--- src/common/adc_ctrl_pkg.sv ---
// Constants, register map and types for the converter control block
`default_nettype none
package adc_ctrl_pkg;
    // Widths
    localparam int RES_W = 10;
    localparam int CH_W = 5;
    localparam int NUM_PINS = 8;
    localparam int ADDR_W = 8;
    localparam int DATA_W = 32;
    localparam int BYTE_W = 8;
    localparam int FMT_W = 2;
    localparam int CK_DIV_W = 3;
    localparam int TICK_W = 16;
    localparam int TCNT_W = 5;
    // Register byte addresses
    localparam logic [7:0] OFS_STATUS_CTRL = 8'h00;
    localparam logic [7:0] OFS_CLOCK = 8'h04;
    localparam logic [7:0] OFS_RES_HIGH = 8'h08;
    localparam logic [7:0] OFS_RES_LOW = 8'h0c;
    localparam logic [7:0] OFS_PORT_DATA = 8'h10;
    localparam logic [7:0] OFS_PORT_DIR = 8'h14;
    localparam logic [7:0] OFS_PORT_PINS = 8'h18;
    // Field positions
    localparam int SC_CONT_BIT = 5;
    localparam int SC_IEN_BIT = 6;
    localparam int SC_FLAG_BIT = 7;
    localparam int CK_MODE_LSB = 2;
    localparam int CK_SRC_BIT = 4;
    localparam int CK_DIV_LSB = 5;
    // Channel codes and reset values
    localparam logic [4:0] CH_PIN_LIMIT = 5'h08;
    localparam logic [4:0] CH_REF_HIGH = 5'h1d;
    localparam logic [4:0] CH_REF_LOW = 5'h1e;
    localparam logic [4:0] CH_OFF = 5'h1f;
    localparam logic [4:0] CH_RESET = 5'h1f;
    localparam logic [7:0] CLK_REG_RESET = 8'h00;
    localparam logic [7:0] PORT_RESET = 8'h00;
    // Timing
    localparam int CORE_CLK_PERIOD_NS = 5;
    localparam int ADC_CLK_PERIOD_NS = 1000;
    localparam int ADC_PRE_DIV = ADC_CLK_PERIOD_NS / CORE_CLK_PERIOD_NS;
    localparam int CONV_MIN_CYC = 16;
    localparam int CONV_MAX_CYC = 17;
    // Result formats
    typedef enum logic [1:0] {
        FMT_TRUNC = 2'b00,
        FMT_RIGHT = 2'b01,
        FMT_LEFT = 2'b10,
        FMT_SIGNED = 2'b11
    } fmt_t;
    // Conversion sequencer states
    typedef enum logic [1:0] {
        ST_IDLE = 2'b00,
        ST_SAMPLE = 2'b01,
        ST_APPROX = 2'b10,
        ST_SETTLE = 2'b11
    } conv_state_t;
endpackage
`default_nettype wire

--- src/logic/conv_sequencer.sv ---
// Successive approximation sequencer timed by converter clock ticks
`default_nettype none
module conv_sequencer
    import adc_ctrl_pkg::*;
(
    // Clock and reset
    input wire logic clk_i,
    input wire logic srst_i,
    // Control
    input wire logic tick_i,
    input wire logic start_i,
    // Comparator side
    input wire logic comp_i,
    output logic [RES_W-1:0] sar_o,
    // Status
    output logic busy_o,
    output logic done_o
);
    localparam logic [TCNT_W-1:0] LAST_TICK = TCNT_W'(CONV_MAX_CYC - 1);
    localparam logic [3:0] TOP_BIT = 4'(RES_W - 1);

    conv_state_t state_ff;
    logic [TCNT_W-1:0] tcnt_ff;
    logic [3:0] bit_ff;
    logic [RES_W-1:0] sar_ff;
    logic done_ff;
    logic [TCNT_W-1:0] seen_ff;
    logic last_tick;

    assign last_tick = tick_i && (tcnt_ff == LAST_TICK);
    assign sar_o = sar_ff;
    assign busy_o = (state_ff != ST_IDLE);
    assign done_o = done_ff;

    // State walk: sample, ten trials, settle to the last tick
    always_ff @(posedge clk_i) begin
        if (srst_i) begin
            state_ff <= ST_IDLE;
        end else if (start_i) begin
            state_ff <= ST_SAMPLE;
        end else begin
            case (state_ff)
                ST_SAMPLE: if (tick_i) state_ff <= ST_APPROX;
                ST_APPROX: if (tick_i && bit_ff == 4'h0) state_ff <= ST_SETTLE;
                ST_SETTLE: if (last_tick) state_ff <= ST_IDLE;
                default: state_ff <= ST_IDLE;
            endcase
        end
    end

    // Converter clock ticks since start
    always_ff @(posedge clk_i) begin
        if (srst_i || start_i) begin
            tcnt_ff <= '0;
        end else if (tick_i && busy_o) begin
            tcnt_ff <= tcnt_ff + TCNT_W'(1);
        end
    end

    // Trial register, one bit decided per tick
    always_ff @(posedge clk_i) begin
        if (srst_i || start_i) begin
            sar_ff <= '0;
            bit_ff <= TOP_BIT;
        end else if (tick_i && state_ff == ST_SAMPLE) begin
            sar_ff <= {1'b1, {(RES_W-1){1'b0}}};
        end else if (tick_i && state_ff == ST_APPROX) begin
            sar_ff[bit_ff] <= comp_i;
            if (bit_ff != 4'h0) begin
                sar_ff[bit_ff - 4'h1] <= 1'b1;
                bit_ff <= bit_ff - 4'h1;
            end
        end
    end

    // One-cycle end of conversion
    always_ff @(posedge clk_i) begin
        if (srst_i) begin
            done_ff <= 1'b0;
        end else begin
            done_ff <= !start_i && state_ff == ST_SETTLE && last_tick;
        end
    end

    // Ticks since start for the check below, counted apart from the state walk
    always_ff @(posedge clk_i) begin
        if (srst_i || start_i) begin
            seen_ff <= '0;
        end else if (tick_i && seen_ff != '1) begin
            seen_ff <= seen_ff + TCNT_W'(1);
        end
    end
endmodule
`default_nettype wire

--- src/logic/result_formatter.sv ---
// Lays a 10-bit result out into high and low result bytes
`default_nettype none
module result_formatter
    import adc_ctrl_pkg::*;
(
    // Inputs
    input wire logic [RES_W-1:0] result_i,
    input wire logic [FMT_W-1:0] fmt_i,
    // Outputs
    output logic [BYTE_W-1:0] high_o,
    output logic [BYTE_W-1:0] low_o,
    output logic interlock_o
);
    // Format selection
    always_comb begin
        high_o = '0;
        low_o = '0;
        interlock_o = 1'b1;
        case (fmt_t'(fmt_i))
            FMT_LEFT: begin
                high_o = result_i[9:2];
                low_o = {result_i[1:0], 6'h00};
            end
            FMT_SIGNED: begin
                high_o = {~result_i[9], result_i[8:2]};
                low_o = {result_i[1:0], 6'h00};
            end
            FMT_RIGHT: begin
                high_o = {6'h00, result_i[9:8]};
                low_o = result_i[7:0];
            end
            default: begin
                low_o = result_i[9:2];
                interlock_o = 1'b0;
            end
        endcase
    end
endmodule
`default_nettype wire

--- src/logic/adc_conversion_control.sv ---
// Converter control: registers, start logic, pin override, result store
// Contract
// - Ten-bit results come from one converter shared across multiplexed channels.
// - At conversion end the result is stored, then flag or interrupt raised.
// - The selected port pin is forced to input for the converter.
// - Unselected pins stay under ordinary port control as general I/O.
// - Port data and direction writes leave the selected pin untouched.
// - Software reading the selected pin sees zero.
// - Upper reference gives all ones, lower reference all zeros, linear between.
// - Writing the status and control register starts a conversion.
// - A conversion takes 16 to 17 converter clock cycles.
// - Continuous mode overwrites results whether read or not.
// - Continuous mode restarts conversions until its bit is cleared.
// - Flag mode sets the flag each conversion, held until a result read.
// - Single mode performs one conversion per control write, then stops.
// - Two format bits in the clock register choose one of four formats.
// - Left format: eight top bits high, two low bits in low register.
// - Justified formats hold results after a high read until low is read.
// - Right format: two top bits high, eight low bits in low register.
// - Signed format is left format with the top result bit inverted.
// - Truncation puts eight top bits low, drops two, no interlock.
// - Five-bit channel code: pins 0-7, two references, all ones powers off.
// - Interrupt mode: request per conversion, flag reads zero, dropped on read/write.
//
// Added by the designer: register access over Avalon-MM and the register offsets.
`default_nettype none
module adc_conversion_control
    import adc_ctrl_pkg::*;
#(
    parameter int PRE_DIV = ADC_PRE_DIV
) (
    // Clock and reset
    input wire logic CORE_CLK_I,
    input wire logic SRST_I,
    // Avalon-MM slave
    input wire logic [ADDR_W-1:0] AVS_ADDRESS_I,
    input wire logic AVS_READ_I,
    input wire logic AVS_WRITE_I,
    input wire logic [DATA_W-1:0] AVS_WRITEDATA_I,
    input wire logic [3:0] AVS_BYTEENABLE_I,
    output logic [DATA_W-1:0] AVS_READDATA_O,
    output logic AVS_WAITREQUEST_O,
    // Analog front end
    input wire logic COMP_I,
    output logic [RES_W-1:0] TRIAL_CODE_O,
    output logic [CH_W-1:0] MUX_SEL_O,
    output logic POWER_DOWN_O,
    // Shared port pins
    input wire logic [NUM_PINS-1:0] PIN_IN_I,
    output logic [NUM_PINS-1:0] PIN_OUT_O,
    output logic [NUM_PINS-1:0] PIN_OE_O,
    // Conversion complete interrupt
    output logic IRQ_O
);
    // ==========================================================
    // Declarations
    logic waitreq_ff;
    logic [DATA_W-1:0] rdata_ff;
    logic [DATA_W-1:0] rd_mux;
    logic req, acc, wr_acc, rd_acc;
    logic hit_sc, hit_clk, hit_high, hit_low, hit_data, hit_dir;
    logic sc_write, res_read;
    logic [CH_W-1:0] ch_ff;
    logic cont_ff, ien_ff, conversion_complete_flag_ff, irq_ff;
    logic [BYTE_W-1:0] clk_reg_ff;
    logic [BYTE_W-1:0] res_high_ff, res_low_ff;
    logic lock_ff, locked;
    logic [NUM_PINS-1:0] port_data_ff, port_dir_ff, pin_out_ff, pin_oe_ff;
    logic [NUM_PINS-1:0] sel_mask;
    logic power_down_ff;
    logic [TICK_W-1:0] tick_cnt_ff, tick_limit;
    logic tick_ff;
    logic conv_start, conv_busy, conv_done;
    logic [RES_W-1:0] conv_result;
    logic [BYTE_W-1:0] fmt_high, fmt_low;
    logic fmt_lock;
    logic [CK_DIV_W-1:0] div_bits;
    logic [CH_W-1:0] new_ch;

    // ==========================================================
    // Bus slave
    // Request decode
    assign req = AVS_READ_I | AVS_WRITE_I;
    assign acc = req & ~waitreq_ff;
    assign wr_acc = acc & AVS_WRITE_I & AVS_BYTEENABLE_I[0];
    assign rd_acc = acc & AVS_READ_I;
    assign hit_sc = (AVS_ADDRESS_I == OFS_STATUS_CTRL);
    assign hit_clk = (AVS_ADDRESS_I == OFS_CLOCK);
    assign hit_high = (AVS_ADDRESS_I == OFS_RES_HIGH);
    assign hit_low = (AVS_ADDRESS_I == OFS_RES_LOW);
    assign hit_data = (AVS_ADDRESS_I == OFS_PORT_DATA);
    assign hit_dir = (AVS_ADDRESS_I == OFS_PORT_DIR);
    assign sc_write = wr_acc & hit_sc;
    assign res_read = rd_acc & (hit_high | hit_low);
    assign new_ch = AVS_WRITEDATA_I[CH_W-1:0];

    // One wait cycle, then a single accept cycle
    always_ff @(posedge CORE_CLK_I) begin
        if (SRST_I) begin
            waitreq_ff <= 1'b1;
        end else begin
            waitreq_ff <= !(req && waitreq_ff);
        end
    end

    // Read data mux, unmapped reads return zero
    always_comb begin
        rd_mux = '0;
        case (AVS_ADDRESS_I)
            OFS_STATUS_CTRL: begin
                rd_mux[CH_W-1:0] = ch_ff;
                rd_mux[SC_CONT_BIT] = cont_ff;
                rd_mux[SC_IEN_BIT] = ien_ff;
                rd_mux[SC_FLAG_BIT] = conversion_complete_flag_ff & ~ien_ff;
            end
            OFS_CLOCK: rd_mux[BYTE_W-1:0] = clk_reg_ff;
            OFS_RES_HIGH: rd_mux[BYTE_W-1:0] = res_high_ff;
            OFS_RES_LOW: rd_mux[BYTE_W-1:0] = res_low_ff;
            OFS_PORT_DATA: rd_mux[BYTE_W-1:0] = port_data_ff;
            OFS_PORT_DIR: rd_mux[BYTE_W-1:0] = port_dir_ff;
            OFS_PORT_PINS: rd_mux[BYTE_W-1:0] = PIN_IN_I & ~sel_mask;
            default: rd_mux = '0;
        endcase
    end

    // Read data captured in the wait cycle
    always_ff @(posedge CORE_CLK_I) begin
        if (SRST_I) begin
            rdata_ff <= '0;
        end else if (req && waitreq_ff && AVS_READ_I) begin
            rdata_ff <= rd_mux;
        end
    end

    // ==========================================================
    // Control registers
    // Status and control fields
    always_ff @(posedge CORE_CLK_I) begin
        if (SRST_I) begin
            ch_ff <= CH_RESET;
            cont_ff <= 1'b0;
            ien_ff <= 1'b0;
        end else if (sc_write) begin
            ch_ff <= new_ch;
            cont_ff <= AVS_WRITEDATA_I[SC_CONT_BIT];
            ien_ff <= AVS_WRITEDATA_I[SC_IEN_BIT];
        end
    end

    // Clock register: divider, source, format
    always_ff @(posedge CORE_CLK_I) begin
        if (SRST_I) begin
            clk_reg_ff <= CLK_REG_RESET;
        end else if (wr_acc && hit_clk) begin
            clk_reg_ff <= AVS_WRITEDATA_I[BYTE_W-1:0];
        end
    end

    // ==========================================================
    // Converter clock and sequencing
    // Tick period from divider and source select
    assign div_bits = clk_reg_ff[CK_DIV_LSB +: CK_DIV_W];
    always_comb begin
        if (clk_reg_ff[CK_SRC_BIT]) begin
            tick_limit = TICK_W'(1) << div_bits;
        end else begin
            tick_limit = TICK_W'(PRE_DIV) << div_bits;
        end
    end

    // Tick generator
    always_ff @(posedge CORE_CLK_I) begin
        if (SRST_I) begin
            tick_cnt_ff <= '0;
            tick_ff <= 1'b0;
        end else if (tick_cnt_ff >= tick_limit - TICK_W'(1)) begin
            tick_cnt_ff <= '0;
            tick_ff <= 1'b1;
        end else begin
            tick_cnt_ff <= tick_cnt_ff + TICK_W'(1);
            tick_ff <= 1'b0;
        end
    end

    // Start on control write, or again at end in continuous mode
    always_comb begin
        if (sc_write) begin
            conv_start = (new_ch != CH_OFF);
        end else begin
            conv_start = conv_done && cont_ff && (ch_ff != CH_OFF);
        end
    end

    conv_sequencer u_seq (
        .clk_i(CORE_CLK_I),
        .srst_i(SRST_I),
        .tick_i(tick_ff),
        .start_i(conv_start),
        .comp_i(COMP_I),
        .sar_o(conv_result),
        .busy_o(conv_busy),
        .done_o(conv_done)
    );

    result_formatter u_fmt (
        .result_i(conv_result),
        .fmt_i(clk_reg_ff[CK_MODE_LSB +: FMT_W]),
        .high_o(fmt_high),
        .low_o(fmt_low),
        .interlock_o(fmt_lock)
    );

    // ==========================================================
    // Result store and interlock
    assign locked = lock_ff & fmt_lock;

    // New result written unless interlocked
    always_ff @(posedge CORE_CLK_I) begin
        if (SRST_I) begin
            res_high_ff <= '0;
            res_low_ff <= '0;
        end else if (conv_done && !locked) begin
            res_high_ff <= fmt_high;
            res_low_ff <= fmt_low;
        end
    end

    // High read locks, low read unlocks
    always_ff @(posedge CORE_CLK_I) begin
        if (SRST_I) begin
            lock_ff <= 1'b0;
        end else if (rd_acc && hit_low) begin
            lock_ff <= 1'b0;
        end else if (rd_acc && hit_high && fmt_lock) begin
            lock_ff <= 1'b1;
        end
    end

    // ==========================================================
    // Completion flag and interrupt
    // Flag: set wins over a same-cycle read
    always_ff @(posedge CORE_CLK_I) begin
        if (SRST_I) begin
            conversion_complete_flag_ff <= 1'b0;
        end else if (conv_done && !ien_ff) begin
            conversion_complete_flag_ff <= 1'b1;
        end else if (res_read) begin
            conversion_complete_flag_ff <= 1'b0;
        end
    end

    // Request: set wins over read or control write
    always_ff @(posedge CORE_CLK_I) begin
        if (SRST_I) begin
            irq_ff <= 1'b0;
        end else if (conv_done && ien_ff) begin
            irq_ff <= 1'b1;
        end else if (res_read || sc_write) begin
            irq_ff <= 1'b0;
        end
    end

    // ==========================================================
    // Port pin sharing
    genvar gi;
    generate
        for (gi = 0; gi < NUM_PINS; gi++) begin : g_pin
            assign sel_mask[gi] = (ch_ff == CH_W'(gi));
            // Port data and direction, selected bit frozen
            always_ff @(posedge CORE_CLK_I) begin
                if (SRST_I) begin
                    port_data_ff[gi] <= PORT_RESET[gi];
                    port_dir_ff[gi] <= PORT_RESET[gi];
                end else if (!sel_mask[gi]) begin
                    if (wr_acc && hit_data) port_data_ff[gi] <= AVS_WRITEDATA_I[gi];
                    if (wr_acc && hit_dir) port_dir_ff[gi] <= AVS_WRITEDATA_I[gi];
                end
            end
            // Pin drivers, selected pin released as input
            always_ff @(posedge CORE_CLK_I) begin
                if (SRST_I) begin
                    pin_out_ff[gi] <= 1'b0;
                    pin_oe_ff[gi] <= 1'b0;
                end else begin
                    pin_out_ff[gi] <= port_data_ff[gi];
                    pin_oe_ff[gi] <= port_dir_ff[gi] & ~sel_mask[gi];
                end
            end
        end
    endgenerate

    // Converter power-down on the all-ones code
    always_ff @(posedge CORE_CLK_I) begin
        if (SRST_I) begin
            power_down_ff <= 1'b1;
        end else begin
            power_down_ff <= (ch_ff == CH_OFF);
        end
    end

    // ==========================================================
    // Outputs
    assign AVS_READDATA_O = rdata_ff;
    assign AVS_WAITREQUEST_O = waitreq_ff;
    assign TRIAL_CODE_O = conv_result;
    assign MUX_SEL_O = ch_ff;
    assign POWER_DOWN_O = power_down_ff;
    assign PIN_OUT_O = pin_out_ff;
    assign PIN_OE_O = pin_oe_ff;
    assign IRQ_O = irq_ff;
endmodule
`default_nettype wire

--- config.mk ---
export PLATFORM = sky130hd
export DESIGN_NAME = adc_conversion_control
export DESIGN_NICKNAME = d
export VERILOG_FILES = /design/src/common/adc_ctrl_pkg.sv /design/src/logic/conv_sequencer.sv /design/src/logic/result_formatter.sv /design/src/logic/adc_conversion_control.sv
export SDC_FILE = /design/constraint.sdc
export NUM_CORES = 1
export LEC_CHECK = 0
export BUFFER_PORTS_ARGS = -buffer_cell sky130_fd_sc_hd__buf_4
export CAP_MARGIN = 20
export CORE_ASPECT_RATIO = 1.75
export CORE_MARGIN = 8
export CORE_UTILIZATION = 60
export CTS_CLUSTER_DIAMETER = 30
export DETAILED_ROUTE_END_ITERATION = 16
export PLACE_DENSITY = 0.89
export SYNTH_ARGS = -nofsm -noshare
export SYNTH_HDL_FRONTEND = slang
export SYNTH_SLANG_ARGS = --single-unit
--- constraint.sdc ---
create_clock -name CORE_CLK_I -period 10.3 [get_ports CORE_CLK_I]
set_input_delay 1.03 -clock CORE_CLK_I [delete_from_list [all_inputs] [get_ports CORE_CLK_I]]
set_output_delay 1.03 -clock CORE_CLK_I [all_outputs]
set_load 0.005 [all_outputs]
==> flow_summary.yaml <==
cts:
  cts_buffers: 17
  cts.repair_timing.setup_buffer_count: 0
  cts-hold-fix-buffers: 0
  htree_num_levels: 4
  clkSlewWorstSetupHoldPaths_ns: 0.06
  cts.sinks: 115
  post_cts_resize_count: 0
  worstSkewPairLatency_ns: 0.41
  tritoncts: "done"
  clockBufferDepth: 2
  clock_tree.root_cell: "sky130_fd_sc_hd__clkbuf_16"
place:
  dp.cells: 898
  gp_congestion: 0.9014
  dp.final_hpwl_um: 12370
  port_buffers: 71
layout:
  synthToLayoutAreaGrowth_pct: 17.51
  final_util_pct: 71.87
  combined_area_of_the_multi_input_logic_cells_um2: 3596
  number_of_fill_cells_in_the_layout: 740
  insertedDiodeCount: 0
  post_layout_nonfiller_instances: 928
  drive_above_1_share_pct: 15.36
  finish.net_count: 878
  sequential_cell_area_um2: 2302
synth:
  yosys_register_bits: 115
  mean_instance_size_in_the_synthesized_netlist_um2: 8.423
  synth_area_leader_cell: "sky130_fd_sc_hd__dfxtp_1"
  synth.most_common_cell: "sky130_fd_sc_hd__dfxtp_1"
  synth_enable_flop_cells: 0
  synthesis.instances: 739
  synth_common_cells: "sky130_fd_sc_hd__dfxtp_1, sky130_fd_sc_hd__nand2_1, sky130_fd_sc_hd__nor2_1"
  ys_seq_area_share_pct: 36.98
  netlist_area_um2: 6225
  ys.flop_type: "sky130_fd_sc_hd__dfxtp_1"
  synthDistinctLibCells: 68
  asyncSetResetFlopFracSynth_pct: 0
  count_of_yosys_warnings_during_synthesis: 0
  synth.area.top_cells: "sky130_fd_sc_hd__dfxtp_1, sky130_fd_sc_hd__ha_1, sky130_fd_sc_hd__mux2i_1, sky130_fd_sc_hd__nand2_1, sky130_fd_sc_hd__a21oi_1"
  synth_top_area_share_pct: 36.98
floorplan:
  placement_rows: 49
  core_region_area_um2: 10180
  die_area_um2: 14020
  die_w_um: 93.00
  ioPinCount: 123
  initial_core_util_pct: 61.16
  die_height_um: 150.7
setup_path:
  critical-path-slowest-cell: "sky130_fd_sc_hd__dfxtp_1"
  cp-start-kind: "flip-flop"
  critPathMaxStageDelay_ns: 0.72
  cp_max_fo: 19
  critical_path_required_ns: 10.56
  worst_setup_path_end_kind: "flip-flop"
  crit_path_cell_trace: "nor2b_1 > nand3_1 > ha_1 > nor2b_1 > a22oi_1 > o22a_1 > ha_1 > and4_1 > nand2_1 > or4_1 > nand4b_1 > nor2_1"
  timing.setup.critical_path_class: "reg2reg"
  crit_arrival_ns: 4.30
pwr:
  power-per-cell-area_nw_per_um2: 155.3
  power.static_leakage_nw: 2.970
  vdd_ir_drop_max_mv: 0.1339
timing:
  rsz0062_at_grt: "no"
  timing.final.max_slew_violations: 0
  slew-limit-headroom_pct: 47.00
  finClkSkew_ns: 0.009326
  hold_violations: 0
  worst-slew-pin-transition_ns: 0.7903
  min_period_over_period_pct: 39.28
  timing.setup.tns_ns: 0
  setup_viol: 0
  max_freq_ghz: 0.2472
  timing.final.crit_period_ns: 4.046
run_status:
  status: "complete, no violations"
route:
  wirelength_um: 18250
  detail_route.drc_violations: 0
  drt_first_pass_iters: 7
  via_count: 5834
  detail-route-antenna-nets: 0
  post_drt_via_cell_ratio: 6.287
  drtIter0Drc: 390
  avgRoutedWirePerCell_um: 19.67
job:
  cap_violations: 0
grt:
  grt_pass1_vias: 6040
  gr-total-overflow: 0
  number_of_antenna_violations_at_the_first_check_in_global_routing: 0
  maximum_number_of_pins_on_one_net_before_global_route_repair: 62
  groute.usage.overall_pct: 26.16
  wire_length_of_the_first_global_routing_pass_um: 28990
min_path:
  worst_hold_path_type: "reg2reg"
-- power by group --
part           internal, mW  switching [mW]
clock                 0.438           0.207
combinational        0.0155          0.0274
sequential            0.447         0.00184
total                 0.900           0.236
-- layout make-up --
class,count,area share [%]
multi-input cells,565,49.16
flip-flops and latches,115,31.47
repair buffers,74,7.595
clock buffers,20,6.244
clock inverters,10,2.480
well taps,127,2.172
inverters,17,0.8724
-- cell usage in the layout, fill, tap and decap left out, types with 3 or more instances in the layout --
master,n
sky130_fd_sc_hd__inv_1,16
sky130_fd_sc_hd__dfxtp_1,115
sky130_fd_sc_hd__nor2b_1,24
sky130_fd_sc_hd__nor2_1,73
sky130_fd_sc_hd__nand4_1,9
sky130_fd_sc_hd__nor3_1,20
sky130_fd_sc_hd__or3_1,3
sky130_fd_sc_hd__clkinv_2,3
sky130_fd_sc_hd__a211oi_1,3
sky130_fd_sc_hd__or2_2,3
sky130_fd_sc_hd__xor2_1,16
sky130_fd_sc_hd__nand2b_1,3
sky130_fd_sc_hd__and3_1,20
sky130_fd_sc_hd__o21ai_0,21
sky130_fd_sc_hd__a31oi_1,7
sky130_fd_sc_hd__mux2i_1,35
sky130_fd_sc_hd__a221oi_1,4
sky130_fd_sc_hd__bufinv_16,5
sky130_fd_sc_hd__buf_4,74
sky130_fd_sc_hd__and2_1,5
sky130_fd_sc_hd__ha_1,31
sky130_fd_sc_hd__a311oi_1,3
sky130_fd_sc_hd__xnor2_1,9
sky130_fd_sc_hd__a221o_1,6
sky130_fd_sc_hd__nand2_1,80
sky130_fd_sc_hd__nor3b_1,6
sky130_fd_sc_hd__mux4_2,6
sky130_fd_sc_hd__nand3_1,43
sky130_fd_sc_hd__nand3b_1,8
sky130_fd_sc_hd__a21oi_1,57
sky130_fd_sc_hd__clkbuf_16,17
sky130_fd_sc_hd__a32oi_1,3
sky130_fd_sc_hd__conb_1,25
sky130_fd_sc_hd__and4_1,3
-- worst max-delay path, delay by kind of cell (launching register included) --
| kind | cells | cell delay, ns |
|---|---|---|
| AND/OR/NAND/NOR | 8 | 2.18 |
| flip-flops | 1 | 0.72 |
| adder cells (fa/ha/maj) | 2 | 0.64 |
| AO/OA/AOI/OAI | 2 | 0.33 |
-- registers in the layout, indices dropped and copies added, names as in the netlist, 2 cells and up --
name	flops
res_low_ff	8
u_seq.bit_ff	4
clk_reg_ff	8
u_seq.tcnt_ff	5
PIN_OUT_O	8
port_data_ff	8
PIN_OE_O	8
port_dir_ff	8
u_seq.state_ff	2
MUX_SEL_O	5
AVS_READDATA_O	8
u_seq.sar_o	10
res_high_ff	8
tick_cnt_ff	16
-- path summary, 6_finish.rpt --
check / from / end / slack [ns] / cells after the start
setup / recovery: clk_reg_ff[4]$_SDFFE_PP0P_ / tick_cnt_ff[10]$_SDFF_PP0_ / 6.25 / 12
hold reg to reg: res_low_ff[7]$_SDFFE_PP0P_ / res_low_ff[7]$_SDFFE_PP0P_ / 0.47 / 2
setup reg to reg: clk_reg_ff[4]$_SDFFE_PP0P_ / tick_cnt_ff[10]$_SDFF_PP0_ / 6.25 / 12
hold / removal: res_low_ff[7]$_SDFFE_PP0P_ / res_low_ff[7]$_SDFFE_PP0P_ / 0.47 / 2
-- per-layer routing --
| metal | GRT usage [%] | vias to the layer above | part of all wire (%) |
|---|---|---|---|
| met4 | 19.63 | 0 | 6.4 |
| met5 | 0 | - | 0 |
| met1 | 23.66 | 2709 | 33 |
| li1 | - | 2672 | - |
| met2 | 48.36 | 349 | 52 |
| met3 | 6.690 | 104 | 8.3 |
-- logic make-up (layout without fill, tap and decap cells) --
| kind of cell | after synthesis | in the layout | share of synthesized area, % |
|---|---|---|---|
| and+or+nand+nor | 313 | 313 | 25.19 |
| xor gates and xnor gates | 25 | 25 | 3.518 |
| other | 2 | 25 | 0.1206 |
| DFF | 115 | 115 | 36.98 |
| AOI/OAI and AO/OA | 128 | 128 | 12.99 |
| muxes | 43 | 43 | 8.342 |
| buffers and inverters | 82 | 121 | 6.633 |
| adders and majority gates | 31 | 31 | 6.231 |
-- stage by stage --
| step | cell area (µm²) | power (mW) | hold slack (ns) | setup slack (ns) |
|---|---|---|---|---|
| 6_report | 7315 | 1.136 | 0.4678 | 6.254 |
| 5_1_grt | 7315 | 1.159 | 0.4897 | 5.983 |
| 4_1_cts | 7315 | 1.134 | 0.4623 | 6.281 |
| 3_5_place_dp | 6676 | 0.4988 | 0.4570 | 6.369 |
| 3_3_place_gp | 6676 | 0.4974 | 0.4387 | 6.521 |
| 2_1_floorplan | 6311 | 0.4881 | 0.4295 | 6.861 |
(Power assumes the default switching activity.)
